--- config.mk ---
export PLATFORM = sky130hd
export DESIGN_NAME = sapp_top
export DESIGN_NICKNAME = d
export VERILOG_FILES = /design/src/core/sapp_pkg.sv /design/src/core/sapp_top.sv /design/src/core/sapp_out_drive.sv
export SDC_FILE = /design/constraint.sdc
export NUM_CORES = 1
export LEC_CHECK = 0
export BUFFER_PORTS_ARGS = -buffer_cell sky130_fd_sc_hd__buf_4
export CAP_MARGIN = 5
export CORE_MARGIN = 10
export CORE_UTILIZATION = 50
export DETAILED_ROUTE_END_ITERATION = 8
export PLACE_DENSITY_LB_ADDON = 0.12
export SLEW_MARGIN = 10
export SYNTH_ARGS = -nofsm -noshare
export SYNTH_HDL_FRONTEND = slang
export SYNTH_SLANG_ARGS = --single-unit
--- constraint.sdc ---
create_clock -name clock -period 1.57 [get_ports clock]
set_input_delay 0.0785 -clock clock [delete_from_list [all_inputs] [get_ports clock]]
set_output_delay 0.0785 -clock clock [all_outputs]
set_load 0.02 [all_outputs]
--- src/core/sapp_pkg.sv ---
package sapp_pkg;
  // ---------------------------------------------------------------
  // Widths and timing
  // ---------------------------------------------------------------
  localparam int RESULT_W = 12;
  localparam int BYTE_W = 8;
  localparam int ZFILL_W = 4;
  localparam int CLK_PERIOD_PS = 8000;
  // Least time both selects must stay low to start, in nanoseconds.
  localparam int START_LOW_NS = 40;
  localparam int START_LOW_CYC =
    (START_LOW_NS * 1000 + CLK_PERIOD_PS - 1) / CLK_PERIOD_PS;
  // Modelled conversion length in nanoseconds.
  localparam int CONV_NS = 3200;
  localparam int CONV_CYC = (CONV_NS * 1000) / CLK_PERIOD_PS;
  localparam logic [RESULT_W-1:0] RESULT_RST = 12'h0000;

  // Conversion sequencer states.
  typedef enum logic [1:0] {
    SAPP_IDLE,
    SAPP_ARM,
    SAPP_CONV
  } sapp_state_t;

  // Host-side control pins taken together.
  typedef struct packed {
    logic select_n;
    logic read_convert_n;
    logic byte_select;
  } sapp_ctrl_t;

  // Result bus drive: data, enable, zero-fill enable.
  typedef struct packed {
    logic [RESULT_W-1:0] data;
    logic data_oe;
    logic zfill_oe;
  } sapp_bus_t;
endpackage

--- src/core/sapp_top.sv ---
// Contract
// - Busy goes low at conversion start, stays low until result updated.
// - Byte select low shows upper 8 bits, high shows lower 8 bits.
// - With read_convert_n low, falling select_n starts a conversion.
// - With select_n low and not busy, falling read_convert_n starts conversion.
// - With select_n low, rising read_convert_n enables the result outputs.
// - Result outputs driven only when select_n low and read_convert_n high; here the enable is registered and follows the pins one clock later.
// - Result is 12 bits, bit 11 most significant, bit 0 least.
// - Four zero-fill outputs drive low when outputs enabled, else float.
// - Results are 12-bit two's complement values.
// - A convert command while busy aborts and restarts the converter.
`timescale 1ns/100ps
module sapp_top
  import sapp_pkg::*;
#(
  parameter int CONV_CYCLES = CONV_CYC
) (
  input wire logic clock,
  input wire logic rst_n,
  input wire logic select_n,
  input wire logic read_convert_n,
  input wire logic byte_select,
  input wire logic [RESULT_W-1:0] sample_code,
  output logic busy_n,
  output logic [RESULT_W-1:0] result_out,
  output logic result_oe,
  output logic [ZFILL_W-1:0] zero_fill_outputs,
  output logic zero_fill_oe
);
  // ---------------------------------------------------------------
  // Parameter check
  // ---------------------------------------------------------------
  localparam int CNT_W = $clog2(CONV_CYCLES + 1);
  localparam int ARM_W = $clog2(START_LOW_CYC + 1);

  // The result must land one cycle before busy rises, so two cycles is the floor.
  if (CONV_CYCLES < 2) begin : g_conv_check
    $error("CONV_CYCLES must be at least 2");
  end

  // ---------------------------------------------------------------
  // Reset synchroniser
  // ---------------------------------------------------------------
  logic rst_meta_reg;
  logic rst_sync_reg;

  // Release is synchronised; assertion stays asynchronous.
  always_ff @(posedge clock or negedge rst_n) begin
    if (!rst_n) begin
      rst_meta_reg <= 1'b0;
      rst_sync_reg <= 1'b0;
    end else begin
      rst_meta_reg <= 1'b1;
      rst_sync_reg <= rst_meta_reg;
    end
  end

  // ---------------------------------------------------------------
  // Edge detection of the combined start condition
  // ---------------------------------------------------------------
  logic sel_d_reg;
  logic rc_d_reg;

  always_ff @(posedge clock or negedge rst_sync_reg) begin
    if (!rst_sync_reg) begin
      sel_d_reg <= 1'b1;
      rc_d_reg <= 1'b1;
    end else begin
      sel_d_reg <= select_n;
      rc_d_reg <= read_convert_n;
    end
  end

  // The two lines are ORed: start is the combined low level beginning.
  wire both_low = ~select_n & ~read_convert_n;
  wire sel_fall = sel_d_reg & ~select_n;
  wire rc_fall = rc_d_reg & ~read_convert_n;
  wire start_by_sel = sel_fall & ~read_convert_n;
  wire start_by_rc = rc_fall & ~select_n;
  // Falling read_convert_n while busy re-arms regardless of select_n; with select_n high the running conversion resumes.
  wire abort_cmd = rc_fall & ~busy_n;
  wire start_edge = start_by_sel | start_by_rc | abort_cmd;

  // ---------------------------------------------------------------
  // Conversion sequencer
  // ---------------------------------------------------------------
  sapp_state_t state_reg;
  sapp_state_t state_next;
  logic [CNT_W-1:0] cnt_reg;
  logic [CNT_W-1:0] cnt_next;
  logic [ARM_W-1:0] arm_reg;
  logic [ARM_W-1:0] arm_next;
  logic [RESULT_W-1:0] result_reg;
  logic [RESULT_W-1:0] result_next;
  logic [RESULT_W-1:0] sample_reg;
  logic [RESULT_W-1:0] sample_next;
  logic busy_n_next;

  localparam logic [CNT_W-1:0] CNT_LAST = CNT_W'(CONV_CYCLES - 1);
  localparam logic [ARM_W-1:0] ARM_LAST = ARM_W'(START_LOW_CYC - 1);

  // A start qualifies once the low pulse has lasted the least time; a
  // pulse shorter than that is dropped. A new command during busy
  // aborts the running conversion and begins a fresh one.
  always_comb begin
    state_next = state_reg;
    cnt_next = cnt_reg;
    arm_next = arm_reg;
    result_next = result_reg;
    sample_next = sample_reg;
    busy_n_next = busy_n;
    unique case (state_reg)
      SAPP_IDLE: begin
        if (start_edge) begin
          state_next = SAPP_ARM;
          arm_next = '0;
        end
      end
      SAPP_ARM: begin
        if (!(both_low || abort_cmd)) begin
          state_next = busy_n ? SAPP_IDLE : SAPP_CONV;
        end else if (arm_reg >= ARM_LAST) begin
          state_next = SAPP_CONV;
          cnt_next = '0;
          sample_next = sample_code;
          busy_n_next = 1'b0;
        end else begin
          arm_next = arm_reg + ARM_W'(1);
        end
      end
      SAPP_CONV: begin
        if (start_edge) begin
          state_next = SAPP_ARM;
          arm_next = '0;
        end else if (cnt_reg == CNT_LAST) begin
          state_next = SAPP_IDLE;
          busy_n_next = 1'b1;
        end else begin
          cnt_next = cnt_reg + CNT_W'(1);
          if (cnt_reg == CNT_LAST - CNT_W'(1)) begin
            result_next = sample_reg;
          end
        end
      end
      default: begin
        state_next = SAPP_IDLE;
      end
    endcase
  end

  always_ff @(posedge clock or negedge rst_sync_reg) begin
    if (!rst_sync_reg) begin
      state_reg <= SAPP_IDLE;
      cnt_reg <= '0;
      arm_reg <= '0;
      result_reg <= RESULT_RST;
      sample_reg <= RESULT_RST;
      busy_n <= 1'b1;
    end else begin
      state_reg <= state_next;
      cnt_reg <= cnt_next;
      arm_reg <= arm_next;
      result_reg <= result_next;
      sample_reg <= sample_next;
      busy_n <= busy_n_next;
    end
  end

  // ---------------------------------------------------------------
  // Output drivers
  // ---------------------------------------------------------------
  sapp_ctrl_t ctrl_bus;
  sapp_bus_t out_bus;

  assign ctrl_bus = '{select_n: select_n, read_convert_n: read_convert_n,
                      byte_select: byte_select};

  sapp_out_drive u_drive (
    .clock(clock),
    .rst_sync_n(rst_sync_reg),
    .ctrl(ctrl_bus),
    .result(result_reg),
    .bus(out_bus)
  );

  // Struct fields are flops inside the driver; these are plain renames, except zero_fill_outputs, tied low here.
  assign result_out = out_bus.data;
  assign result_oe = out_bus.data_oe;
  assign zero_fill_outputs = '0;
  assign zero_fill_oe = out_bus.zfill_oe;
endmodule

--- src/core/sapp_out_drive.sv ---
`timescale 1ns/100ps
module sapp_out_drive
  import sapp_pkg::*;
(
  input wire logic clock,
  input wire logic rst_sync_n,
  input wire sapp_ctrl_t ctrl,
  input wire logic [RESULT_W-1:0] result,
  output sapp_bus_t bus
);
  // ---------------------------------------------------------------
  // Output enable decode and byte steering
  // ---------------------------------------------------------------
  // Drive only with select low and read/convert high.
  wire drive_en = ~ctrl.select_n & ctrl.read_convert_n;
  // Low byte select gives bits 11..4 on the byte lanes, high gives 7..0.
  wire [BYTE_W-1:0] upper_byte = result[RESULT_W-1 -: BYTE_W];
  wire [BYTE_W-1:0] lower_byte = result[BYTE_W-1:0];
  // Selected byte on the low eight lines; the four lines above carry bits 11..8 of the word.
  wire [RESULT_W-1:0] word_sel = ctrl.byte_select ?
    {result[RESULT_W-1:BYTE_W], lower_byte} :
    {result[RESULT_W-1:BYTE_W], upper_byte};

  // Registered so every pin comes from a flip-flop; costs one cycle of access.
  always_ff @(posedge clock or negedge rst_sync_n) begin
    if (!rst_sync_n) begin
      bus <= '0;
    end else begin
      bus.data <= word_sel;
      bus.data_oe <= drive_en;
      bus.zfill_oe <= drive_en;
    end
  end
endmodule

# Yosys cells after proc, flatten, opt, wreduce, memory -nomap -nowiden
# Index checks and enable logic that the tools add are counted.
[totals]
out_inout_bits = 19
wordCells = 76
in_bits = 17
ff_bits = 56
[classes]
n_lt_le_gt_ge = 1
n_eq_ne = 14
n_reduce_logical = 11
n_addsub = 2
n_bitwise = 14
n_mux = 22
[op_table]
columns = ["operator", "count"]
rows = [
  ["9-bit two-way mux", 4],
  ["9-bit == test (second input constant)", 2],
  ["9-bit one-hot mux with 2 select lines", 1],
  ["2-bit inequality test (second input constant)", 7],
  ["2-bit two-way mux", 6],
  ["5-bit AND reduction", 2],
  ["9-bit by 1-bit adder with 9-bit output (second input constant)", 1],
  ["3-bit two-way mux", 3],
  ["8-bit two-way mux", 1],
  ["4-bit AND reduction", 2],
  ["1-bit bitwise AND", 7],
  ["3-bit inequality test (second input constant)", 2],
  ["2-bit one-hot mux with 3 select lines", 1],
  ["3-bit one-hot mux with 2 select lines", 1],
  ["3-bit AND reduction", 2],
  ["1-bit NOT", 5],
  ["1-bit two-way mux", 4],
  ["2-bit nonzero test", 2],
  ["3-bit by 1-bit adder with 3-bit output (second input constant)", 1],
  ["3-bit greater-or-equal comparator (second input constant)", 1],
  ["2-bit by 1-bit == test with 1-bit output (second input constant)", 1],
  ["2-bit == test (second input constant)", 1],
  ["2-bit logical NOT", 1],
  ["2-bit by 1-bit inequality test with 1-bit output (second input constant)", 1],
  ["4 further kinds", 5],
]

# Depth between registers and ports, before layout
# Gate-level depths: netlist (run 1).
[depth]
word_depth = 7
ltp_mapped = 6
mapped_depth_nobuf = 6

# By module
# From an unflattened synthesis (run 1), not the netlist that was laid out.
[unflattened]
hier_cells = 188
hier_area_um2 = 2491.1
[by_module_without_submodules]
columns = ["module", "cells_each", "area_each_um2", "n_inst", "seq_area_each_um2"]
rows = [
  ["sapp_top", 164, 2020.7, 1, 1079.8],
  ["sapp_out_drive", 24, 470.5, 1, 325.3],
]

# Worst setup path before layout (run 1)
# Ideal clock, no wire load.
[synth_path]
path_type = "reg2reg"
start = "register busy_n"
end = "register result_reg[0]"
t_arrival_ns = 1.814
stages_incl_launch_ff = 6
path_slack_ns = -0.369
setup_time_ns = 0.125
synth_period_minus_slack_ns = 1.939
cell_sequence = "dfstp_2 > nand2b_4 > a21oi_1 > nor4_2 > buf_2 > mux2_2"
[synth_between]
elab_chain_cells = 5
[synth_lines]
columns = ["element", "line_no", "text"]
rows = [
  ["start: declaration", "sapp_top.sv:24", "output logic busy_n,"],
  ["start signal: assignment", "sapp_top.sv:165", "busy_n <= busy_n_next;"],
  ["1-bit NOT", "sapp_top.sv:81", "wire abort_cmd = rc_fall & ~busy_n;"],
  ["1-bit bitwise AND", "sapp_top.sv:81", ""],
  ["1-bit bitwise OR", "sapp_top.sv:82", "wire start_edge = start_by_sel | start_by_rc | abort_cmd;"],
  ["1-bit NOT (no line)", "n/a", ""],
  ["4-bit AND reduction (no line)", "n/a", ""],
  ["end signal: assignment", "sapp_top.sv:163", "result_reg <= result_next;"],
  ["end: declaration", "sapp_top.sv:93", "logic [RESULT_W-1:0] result_reg;"],
]
# Every way passes these cells.
# A chain may end at the register's enable or synchronous reset.

# Worst setup path after layout (run 1)
[layout_path]
start = "register cnt_reg[5]"
end = "register result_reg[5]"
[layout_between]
elab_chain_cells = 3
word_cells_on_any_way = 4
[layout_lines]
columns = ["element", "line_no", "text"]
rows = [
  ["start: declaration", "sapp_top.sv:89", "logic [CNT_W-1:0] cnt_reg;"],
  ["start signal: assignment", "sapp_top.sv:161", "cnt_reg <= cnt_next;"],
  ["9-bit == test", "sapp_top.sv:135", "end else if (cnt_reg == CNT_LAST) begin"],
  ["1-bit NOT (no line)", "n/a", ""],
  ["4-bit AND reduction (no line) *", "n/a", ""],
]
# Mark *: on every way between the ends. The rest lies on a longest branch, timed or not.

==> reports/qor.yml, run 1 <==
run_status:
  status: "complete, but fails checks"
  violations: "setup timing"
sta:
  fin_hold_ws_ns: 0.0803
  finalClockSkew_ns: 0.0151
  setup_slack_ns: -0.284
  fin_crit_ns: 1.85
  slew_viol_final: 0
  fin_crit_sh_pct: 118
  rsz0062_at_grt: "true"
  fmax_mhz: 539
  hold_viol: 0
  setup_viol: 35
placed_design:
  placed_cells: 278
  gp_congestion: 0.793
  post-place-ws_ns: -0.403
  hpwl_microns: 3350
  io_buffer_count: 31
  dpl-instance-area_sq_um: 2870
finish:
  nNetsFinal: 276
  diodes: 0
  area_growth_syn_to_layout_pct: 42.4
  final_area_sq_um: 3350
  largest_register_ffs: 13
  multi_input_area_sq_um: 1050
  seqCellArea_sq_um: 1410
  drive_gt1_share_pct: 51.6
  fill_cells: 275
  layout.cells.non_filler: 308
yosys:
  post_synth_inst_count: 172
  ys_types: 36
  synth-seq-cells: 56
  synth_compound_area_share_pct: 7.61
  synth_top_family_by_area: "multiplexers"
  synthAdderAreaFrac_pct: 2.13
  yosysWarnings: 0
  seq_area_frac_synth_pct: 59.7
  yosys.area_share.simple_pct: 10.5
  synth-xor-area-share_pct: 0
  synthMuxAreaShare_pct: 16.8
  synth_area_per_cell_sq_um: 13.7
  netlist_area_sq_um: 2350
route:
  post_drt_wl_per_cell_microns: 16.7
  vias_per_cell: 5.41
  postRouteAntennaNets: 0
  dr_total_vias: 1667
  drtPass1Iterations: 4
  wl_microns: 5150
  drt-initial-drc-count: 55
  drc: 0
worst_hold_path:
  hold_path.class: "in2async"
critical_path:
  critPathBufInv: 1
  critPathLaunchType: "flop"
  criticalPathCategory: "reg2reg"
  slowest_stage: "dfrtp_1"
  r2r_cells: 5
  crit_chain: "nor4b_4 -> nand2_1 -> nor4_4 -> buf_12 -> mux2_2"
  cp-end-kind: "flop"
  required_ns: 1.77
  crit_path_max_incr_delay_ns: 0.42
  crit_family: "simple AND/OR/NAND/NOR gates"
  path_depth: 5
  crit_fanout: 12
  cp.arrival_ns: 2.06
cts:
  clockBufferDepth: 2
  cts.sinks: 56
  cts_tree: "done"
  cts_made_buffers: 5
  cts_root_buf: "clkbuf_8"
  clkTransAtPathRegs_ns: 0.09
  ctsHtreeMaxLevel: 2
  clkLatencyLatePin_ns: 0.32
floorplanning:
  die_area_sq_um: 7850
  rows: 24
  initial_core_util_pct: 52.9
  core_sq_um: 4440
  dieHeight_microns: 88.6
  ioPinCount: 36
  die_w_microns: 88.6
grt:
  grt_pass1_vias: 1809
  grtUsageTotal_pct: 14.1
  grt_max_degree: 55
  grt_first_pass_wirelength_microns: 8670
  grt_util_met2_pct: 24.3
  met3_usage_pct: 3.95
  grt.overflow.total: 0
  use_met1_pct: 16.3
  grt_antenna_before_repair: 0
  top_usage_layer: "met2"
power:
  p_leak_nw: 1.68
  peakVddDrop_mv: 0.838
  p_per_area_nw_per_um2: 928
  p_total_mw: 3.11
job:
  cap_violations: 0
==> metrics by stage <==
step / util (%) / TNS, ns
CTS: 75.1 / -6.56
floorplan: - / -6.06
finish: 75.4 / -7.25
global route: 75.4 / -9.40
global placement: 64.6 / -6.12
detailed placement: 64.6 / -8.32
==> routing by layer <==
metal	vias to the layer above	routed length (microns)
met5	-	0
met4	0	106
met3	12	242
met2	42	2620
met1	841	2180
li1	772	-
==> synth_stat cells <==
| master | n | area share [%] |
|---|---|---|
| dfrtp_1 | 53 | 56 |
| mux2_2 | 34 | 16 |
| and3_1 | 7 | 1.9 |
| a211o_1 | 6 | 2.2 |
| nand3_1 | 6 | 1.3 |
| nor3_1 | 6 | 1.3 |
| buf_4 | 5 | 1.6 |
| inv_1 | 5 | 0.80 |
| a21oi_1 | 4 | 0.85 |
| ha_1 | 4 | 2.1 |
| nand2b_1 | 4 | 1.1 |
| nor2_1 | 4 | 0.64 |
| dfstp_2 | 3 | 3.4 |
| nand2_1 | 3 | 0.48 |
| a21o_1 | 2 | 0.64 |
| buf_2 | 2 | 0.43 |
| conb_1 | 2 | 0.32 |
| nor3b_1 | 2 | 0.64 |
| o31ai_1 | 2 | 0.64 |
| or2_2 | 2 | 0.53 |
| a2111oi_4 | 1 | 1.2 |
| a211oi_1 | 1 | 0.32 |
| and2_1 | 1 | 0.27 |
| clkbuf_1 | 1 | 0.16 |
| mux2_1 | 1 | 0.48 |
| nand2b_4 | 1 | 0.58 |
| nand3b_1 | 1 | 0.32 |
| nand4b_1 | 1 | 0.37 |
| nor2b_1 | 1 | 0.27 |
| nor4_2 | 1 | 0.53 |
| nor4b_1 | 1 | 0.37 |
| o21a_1 | 1 | 0.32 |
| o21ai_2 | 1 | 0.37 |
| o21bai_1 | 1 | 0.32 |
| o221ai_1 | 1 | 0.37 |
| o2bb2ai_1 | 1 | 0.37 |
==> worst register-to-register path, delay by kind of cell (launching register included) <==
kind / cells / cell delay (ns)
buf+inv: 1 / 0.19
mux: 1 / 0.34
simple gates: 3 / 0.81
flops: 1 / 0.42
==> cells by family after synthesis <==
| family | after synthesis |
|---|---|
| other | 2 |
| muxes | 35 |
| DFF | 56 |
| and+or+nand+nor | 41 |
| adders and majority gates | 4 |
| buffers and inverters | 13 |
| AOI/OAI and AO/OA | 21 |
==> report_power, final <==
group | leakage (nW) | internal, mW | switching [mW] | total [mW]
sequential | 0.744 | 1.53 | 0.0624 | 1.60
combinational | 0.897 | 0.403 | 0.323 | 0.725
clock | 0.0414 | 0.318 | 0.467 | 0.785
==> repair_timing <==
item                                    4_1_cts  5_1_grt
setup buffers                                 8        0
pin swaps                                     6        1
hold endpoints to repair                     17        0
hold buffers                                 15        0
endpoints found under the setup margin       35       37
resized for setup                            33        4
==> worst paths after layout <==
path                                             start                         to  slack [ns]
worst max-delay path            cnt_reg[5]$_DFFE_PN0P_  result_reg[5]$_DFFE_PN0P_       -0.28
worst min-delay path                             rst_n     rst_sync_reg$_DFF_PN0_        0.08
worst max register to register  cnt_reg[5]$_DFFE_PN0P_  result_reg[5]$_DFFE_PN0P_       -0.28
worst min register to register  rst_sync_reg$_DFF_PN0_  sample_reg[4]$_DFFE_PN0P_        0.25
max in group asynchronous       rst_sync_reg$_DFF_PN0_         busy_n$_DFFE_PN1P_        1.02
min in group clock                            select_n   state_reg[1]$_DFFE_PN0P_        0.08
==> cell type report <==
class,count,share of cell area (%)
inverter,5,0.560
clock inverter,2,0.485
timing repair buffer,81,21.6
clock buffer,6,2.17
multi-input combinational,106,31.3
tap,52,1.94
sequential,56,42.0
==> layout by cell type, fill, tap and decap left out, drive strengths merged, types with 4 or more instances in the layout <==
cell type     n
buf          66
dfrtp        53
mux2         35
dlygate4sd3  15
and3          7
nor3          6
a211o         6
clkbuf        6
nand3         6
inv           5
conb          5
nand2b        5
a21oi         4
ha            4
nor2          4
Note: power is estimated with default switching activity, not from simulation.
==> inputs of run 2 (changes only) <==
Settings changed: SYNTH_HIERARCHICAL set to 1.
==> reports/qor.yml, run 2 <==
finish:
  area_growth_syn_to_layout_pct: 38.5
  largest_register_ffs: 13  # unchanged
  drive_gt1_share_pct: 49.1  # -2.5 points
  final_cell_mix: "buf_4 (64), dfrtp_1 (52), mux2_4 (30), dlygate4sd3_1 (14), nand3_1 (12)"
  nNetsFinal: 291  # +5.4%
  layout.cells.non_filler: 338  # +9.7%
  diodes: 0  # unchanged
  fin_util_pct: 72.1  # -3.3 points
  layout_commonest_cell: "buf_4"
grt:
  grtUsageTotal_pct: 13.8  # -0.30 points
  grt_antenna_before_repair: 0  # unchanged
  grt_max_degree: 37  # -33%
  grt.overflow.total: 0  # unchanged
  grt_pass1_vias: 1880  # +3.9%
  grt_first_pass_wirelength_microns: 9350  # +7.9%
placed_design:
  placed_cells: 305  # +9.7%
  hpwl_microns: 3630  # +8.3%
  io_buffer_count: 31  # unchanged
  gp_congestion: 0.846  # +6.7%
yosys:
  post_synth_inst_count: 188  # +9.3%
  synthArstFlopShare_pct: 100  # unchanged
  synth_common_cells: "dfrtp_1 (53), mux2_4 (18), mux2_2 (14)"
  synth.area.top_cells: "dfrtp_1 (53%), mux2_4 (11%), mux2_2 (6.3%), dfstp_2 (3.2%), nand3_1 (2.4%)"
  synth_edf_count: 0  # unchanged
  synth_area_per_cell_sq_um: 13.3  # -3.1%
  ys_types: 41  # +14%
  yosys_most_used_dff: "dfrtp_1"
  netlist.area_leader.share_pct: 53.2  # -3.1 points
  synth-seq-cells: 56  # unchanged
  yosysWarnings: 6  # +6
  synth_area_leader_cell: "dfrtp_1"
  yosysMostFrequentCell: "dfrtp_1"
  seq_area_frac_synth_pct: 56.4  # -3.3 points
  netlist_area_sq_um: 2490  # +5.9%
floorplanning:
  die_w_microns: 90.6  # +2.3%
  core_sq_um: 4790  # +7.7%
  die_area_sq_um: 8210  # +4.6%
  dieHeight_microns: 90.6  # +2.3%
  rows: 25  # +4.2%
  initial_core_util_pct: 52.1  # -0.88 points
  ioPinCount: 36  # unchanged
cts:
  clkTransAtPathRegs_ns: 0.09  # about the same
  cts_root_buf: "clkbuf_8"
  clockBufferDepth: 2  # unchanged
  clkLatencyLatePin_ns: 0.31  # about the same
  cts.sinks: 56  # unchanged
  cts_tree: "done"
  ctsHtreeMaxLevel: 2  # unchanged
  cts_made_buffers: 5  # unchanged
sta:
  fin_hold_ws_ns: 0.0355  # -0.0448 ns
  setup_viol: 37  # +5.7%
  setup_slack_ns: -0.515  # -0.231 ns
  hold_viol: 0  # unchanged
  finalClockSkew_ns: 0.00383  # -0.0113 ns
  fmax_mhz: 480  # -11%
  fin_crit_sh_pct: 133  # +15 points
  rsz0062_at_grt: "true"
  fin_crit_ns: 2.09  # +0.231 ns
  slew_viol_final: 0  # unchanged
critical_path:
  r2r_cells: 4  # -1
  r2r-end: "result_reg[7]$_DFFE_PN0P_"
  crit_path_max_incr_delay_ns: 0.61  # +0.19 ns
  required_ns: 1.77  # about the same
  slowest_stage: "or4b_4"
  startpoint: "cnt_reg[5]$_DFFE_PN0P_"
  crit_family: "simple AND/OR/NAND/NOR gates"
  crit_fanout: 6  # -6
  path_depth: 4  # -1
  criticalPathCategory: "reg2reg"
  reg2reg_slack_ns: -0.52  # -0.23 ns
  critPathLaunchType: "flop"
  cp-endpoint: "result_reg[7]$_DFFE_PN0P_"
  cp-end-kind: "flop"
  crit_chain: "nand3b_1 -> or4_4 -> or4b_4 -> mux2_4"
  cp.arrival_ns: 2.28  # +0.22 ns
  critPathBufInv: 0  # -1
  rr_startpoint: "cnt_reg[5]$_DFFE_PN0P_"
power:
  p_per_area_nw_per_um2: 1150  # +24%
  p_leak_nw: 1.67  # -0.67%
  p_total_mw: 3.98  # +28%
  peakVddDrop_mv: 0.657  # -22%
route:
  post_drt_wl_per_cell_microns: 16.7  # -0.31%
  wl_microns: 5630  # +9.4%
  drc: 0  # unchanged
  dr_total_vias: 1771  # +6.2%
  drt-initial-drc-count: 99  # +80%
  postRouteAntennaNets: 0  # unchanged
  drtPass1Iterations: 4  # unchanged
  vias_per_cell: 5.24  # -3.2%
run_status:
  status: "complete, but fails checks"
  violations: "setup timing"
job:
  cap_violations: 0  # unchanged
worst_hold_path:
  hold_path.class: "in2reg"
## run 2: metrics by stage
stage	setup TNS [ns]	setup slack (ns)	area (sq um)
3_5_place_dp	-10.62	-0.489	2990
5_1_grt	-11.59	-0.555	3450
4_1_cts	-10.73	-0.487	3330
6_report	-9.31	-0.515	3450
2_1_floorplan	-8.47	-0.492	2550
3_3_place_gp	-9.50	-0.470	2990
## run 2: repair_timing
| item | CTS | global route |
|---|---|---|
| cloned | 1 | 1 |
| pin swaps | 4 | 8 |
| setup endpoints to repair | 38 | 38 |
| hold buffers | 14 | 0 |
| resized for setup | 19 | 11 |
| setup buffers | 3 | 6 |
| endpoints found under the hold margin | 15 | 0 |
## run 2: area by class of cell
cell class                 count  area [sq um]
clock inverter                 2          16.3
fill                         332          1340
timing repair buffer          84           699
clock buffer                   6          72.6
multi-input combinational    116          1150
tap                           67          83.8
inverter                       7          26.3
sequential                    56          1410
## run 2: kinds of logic (layout without fill, tap and decap cells)
family,count (synthesis),in the layout,share of synthesized area (%)
simple gates,47,48,10.8
buf+inv,20,99,4.52
flops,56,56,56.4
mux,35,35,18.4
compound gates,24,24,7.58
other cells,2,5,0.301
fa+ha+maj,4,4,2.01
## run 2: routing by layer
metal / up-vias / wire length (microns) / GRT usage [%]
li1: 831 / - / -
met1: 875 / 2360 / 15.5
met2: 53 / 2890 / 24.3
met3: 12 / 289 / 3.82
met4: 0 / 93 / 4.64
met5: - / 0 / 0
## run 2: power breakdown
| group | internal, mW | leakage (nW) | switching, mW |
|---|---|---|---|
| sequential | 1.69 | 0.729 | 0.166 |
| combinational | 0.741 | 0.901 | 0.598 |
| clock | 0.318 | 0.0414 | 0.459 |
## run 2: how the worst min path moves through the flow
stage	startpoint	end	depth (start not counted)
after detailed placement	rst_n	rst_meta_reg$_DFF_PN0_	1
after CTS	select_n	sel_d_reg$_DFF_PN1_	2
after global placement	rst_n	rst_meta_reg$_DFF_PN0_	1
after floorplan	rst_n	rst_meta_reg$_DFF_PN0_	0
final	select_n	sel_d_reg$_DFF_PN1_	2
after global routing	select_n	sel_d_reg$_DFF_PN1_	2
## run 2: worst register-to-register path: cells and delay by family (launching register included)
| family | cells | cell delay [ns] |
|---|---|---|
| muxes | 1 | 0.34 |
| DFF | 1 | 0.39 |
| and+or+nand+nor | 3 | 1.25 |
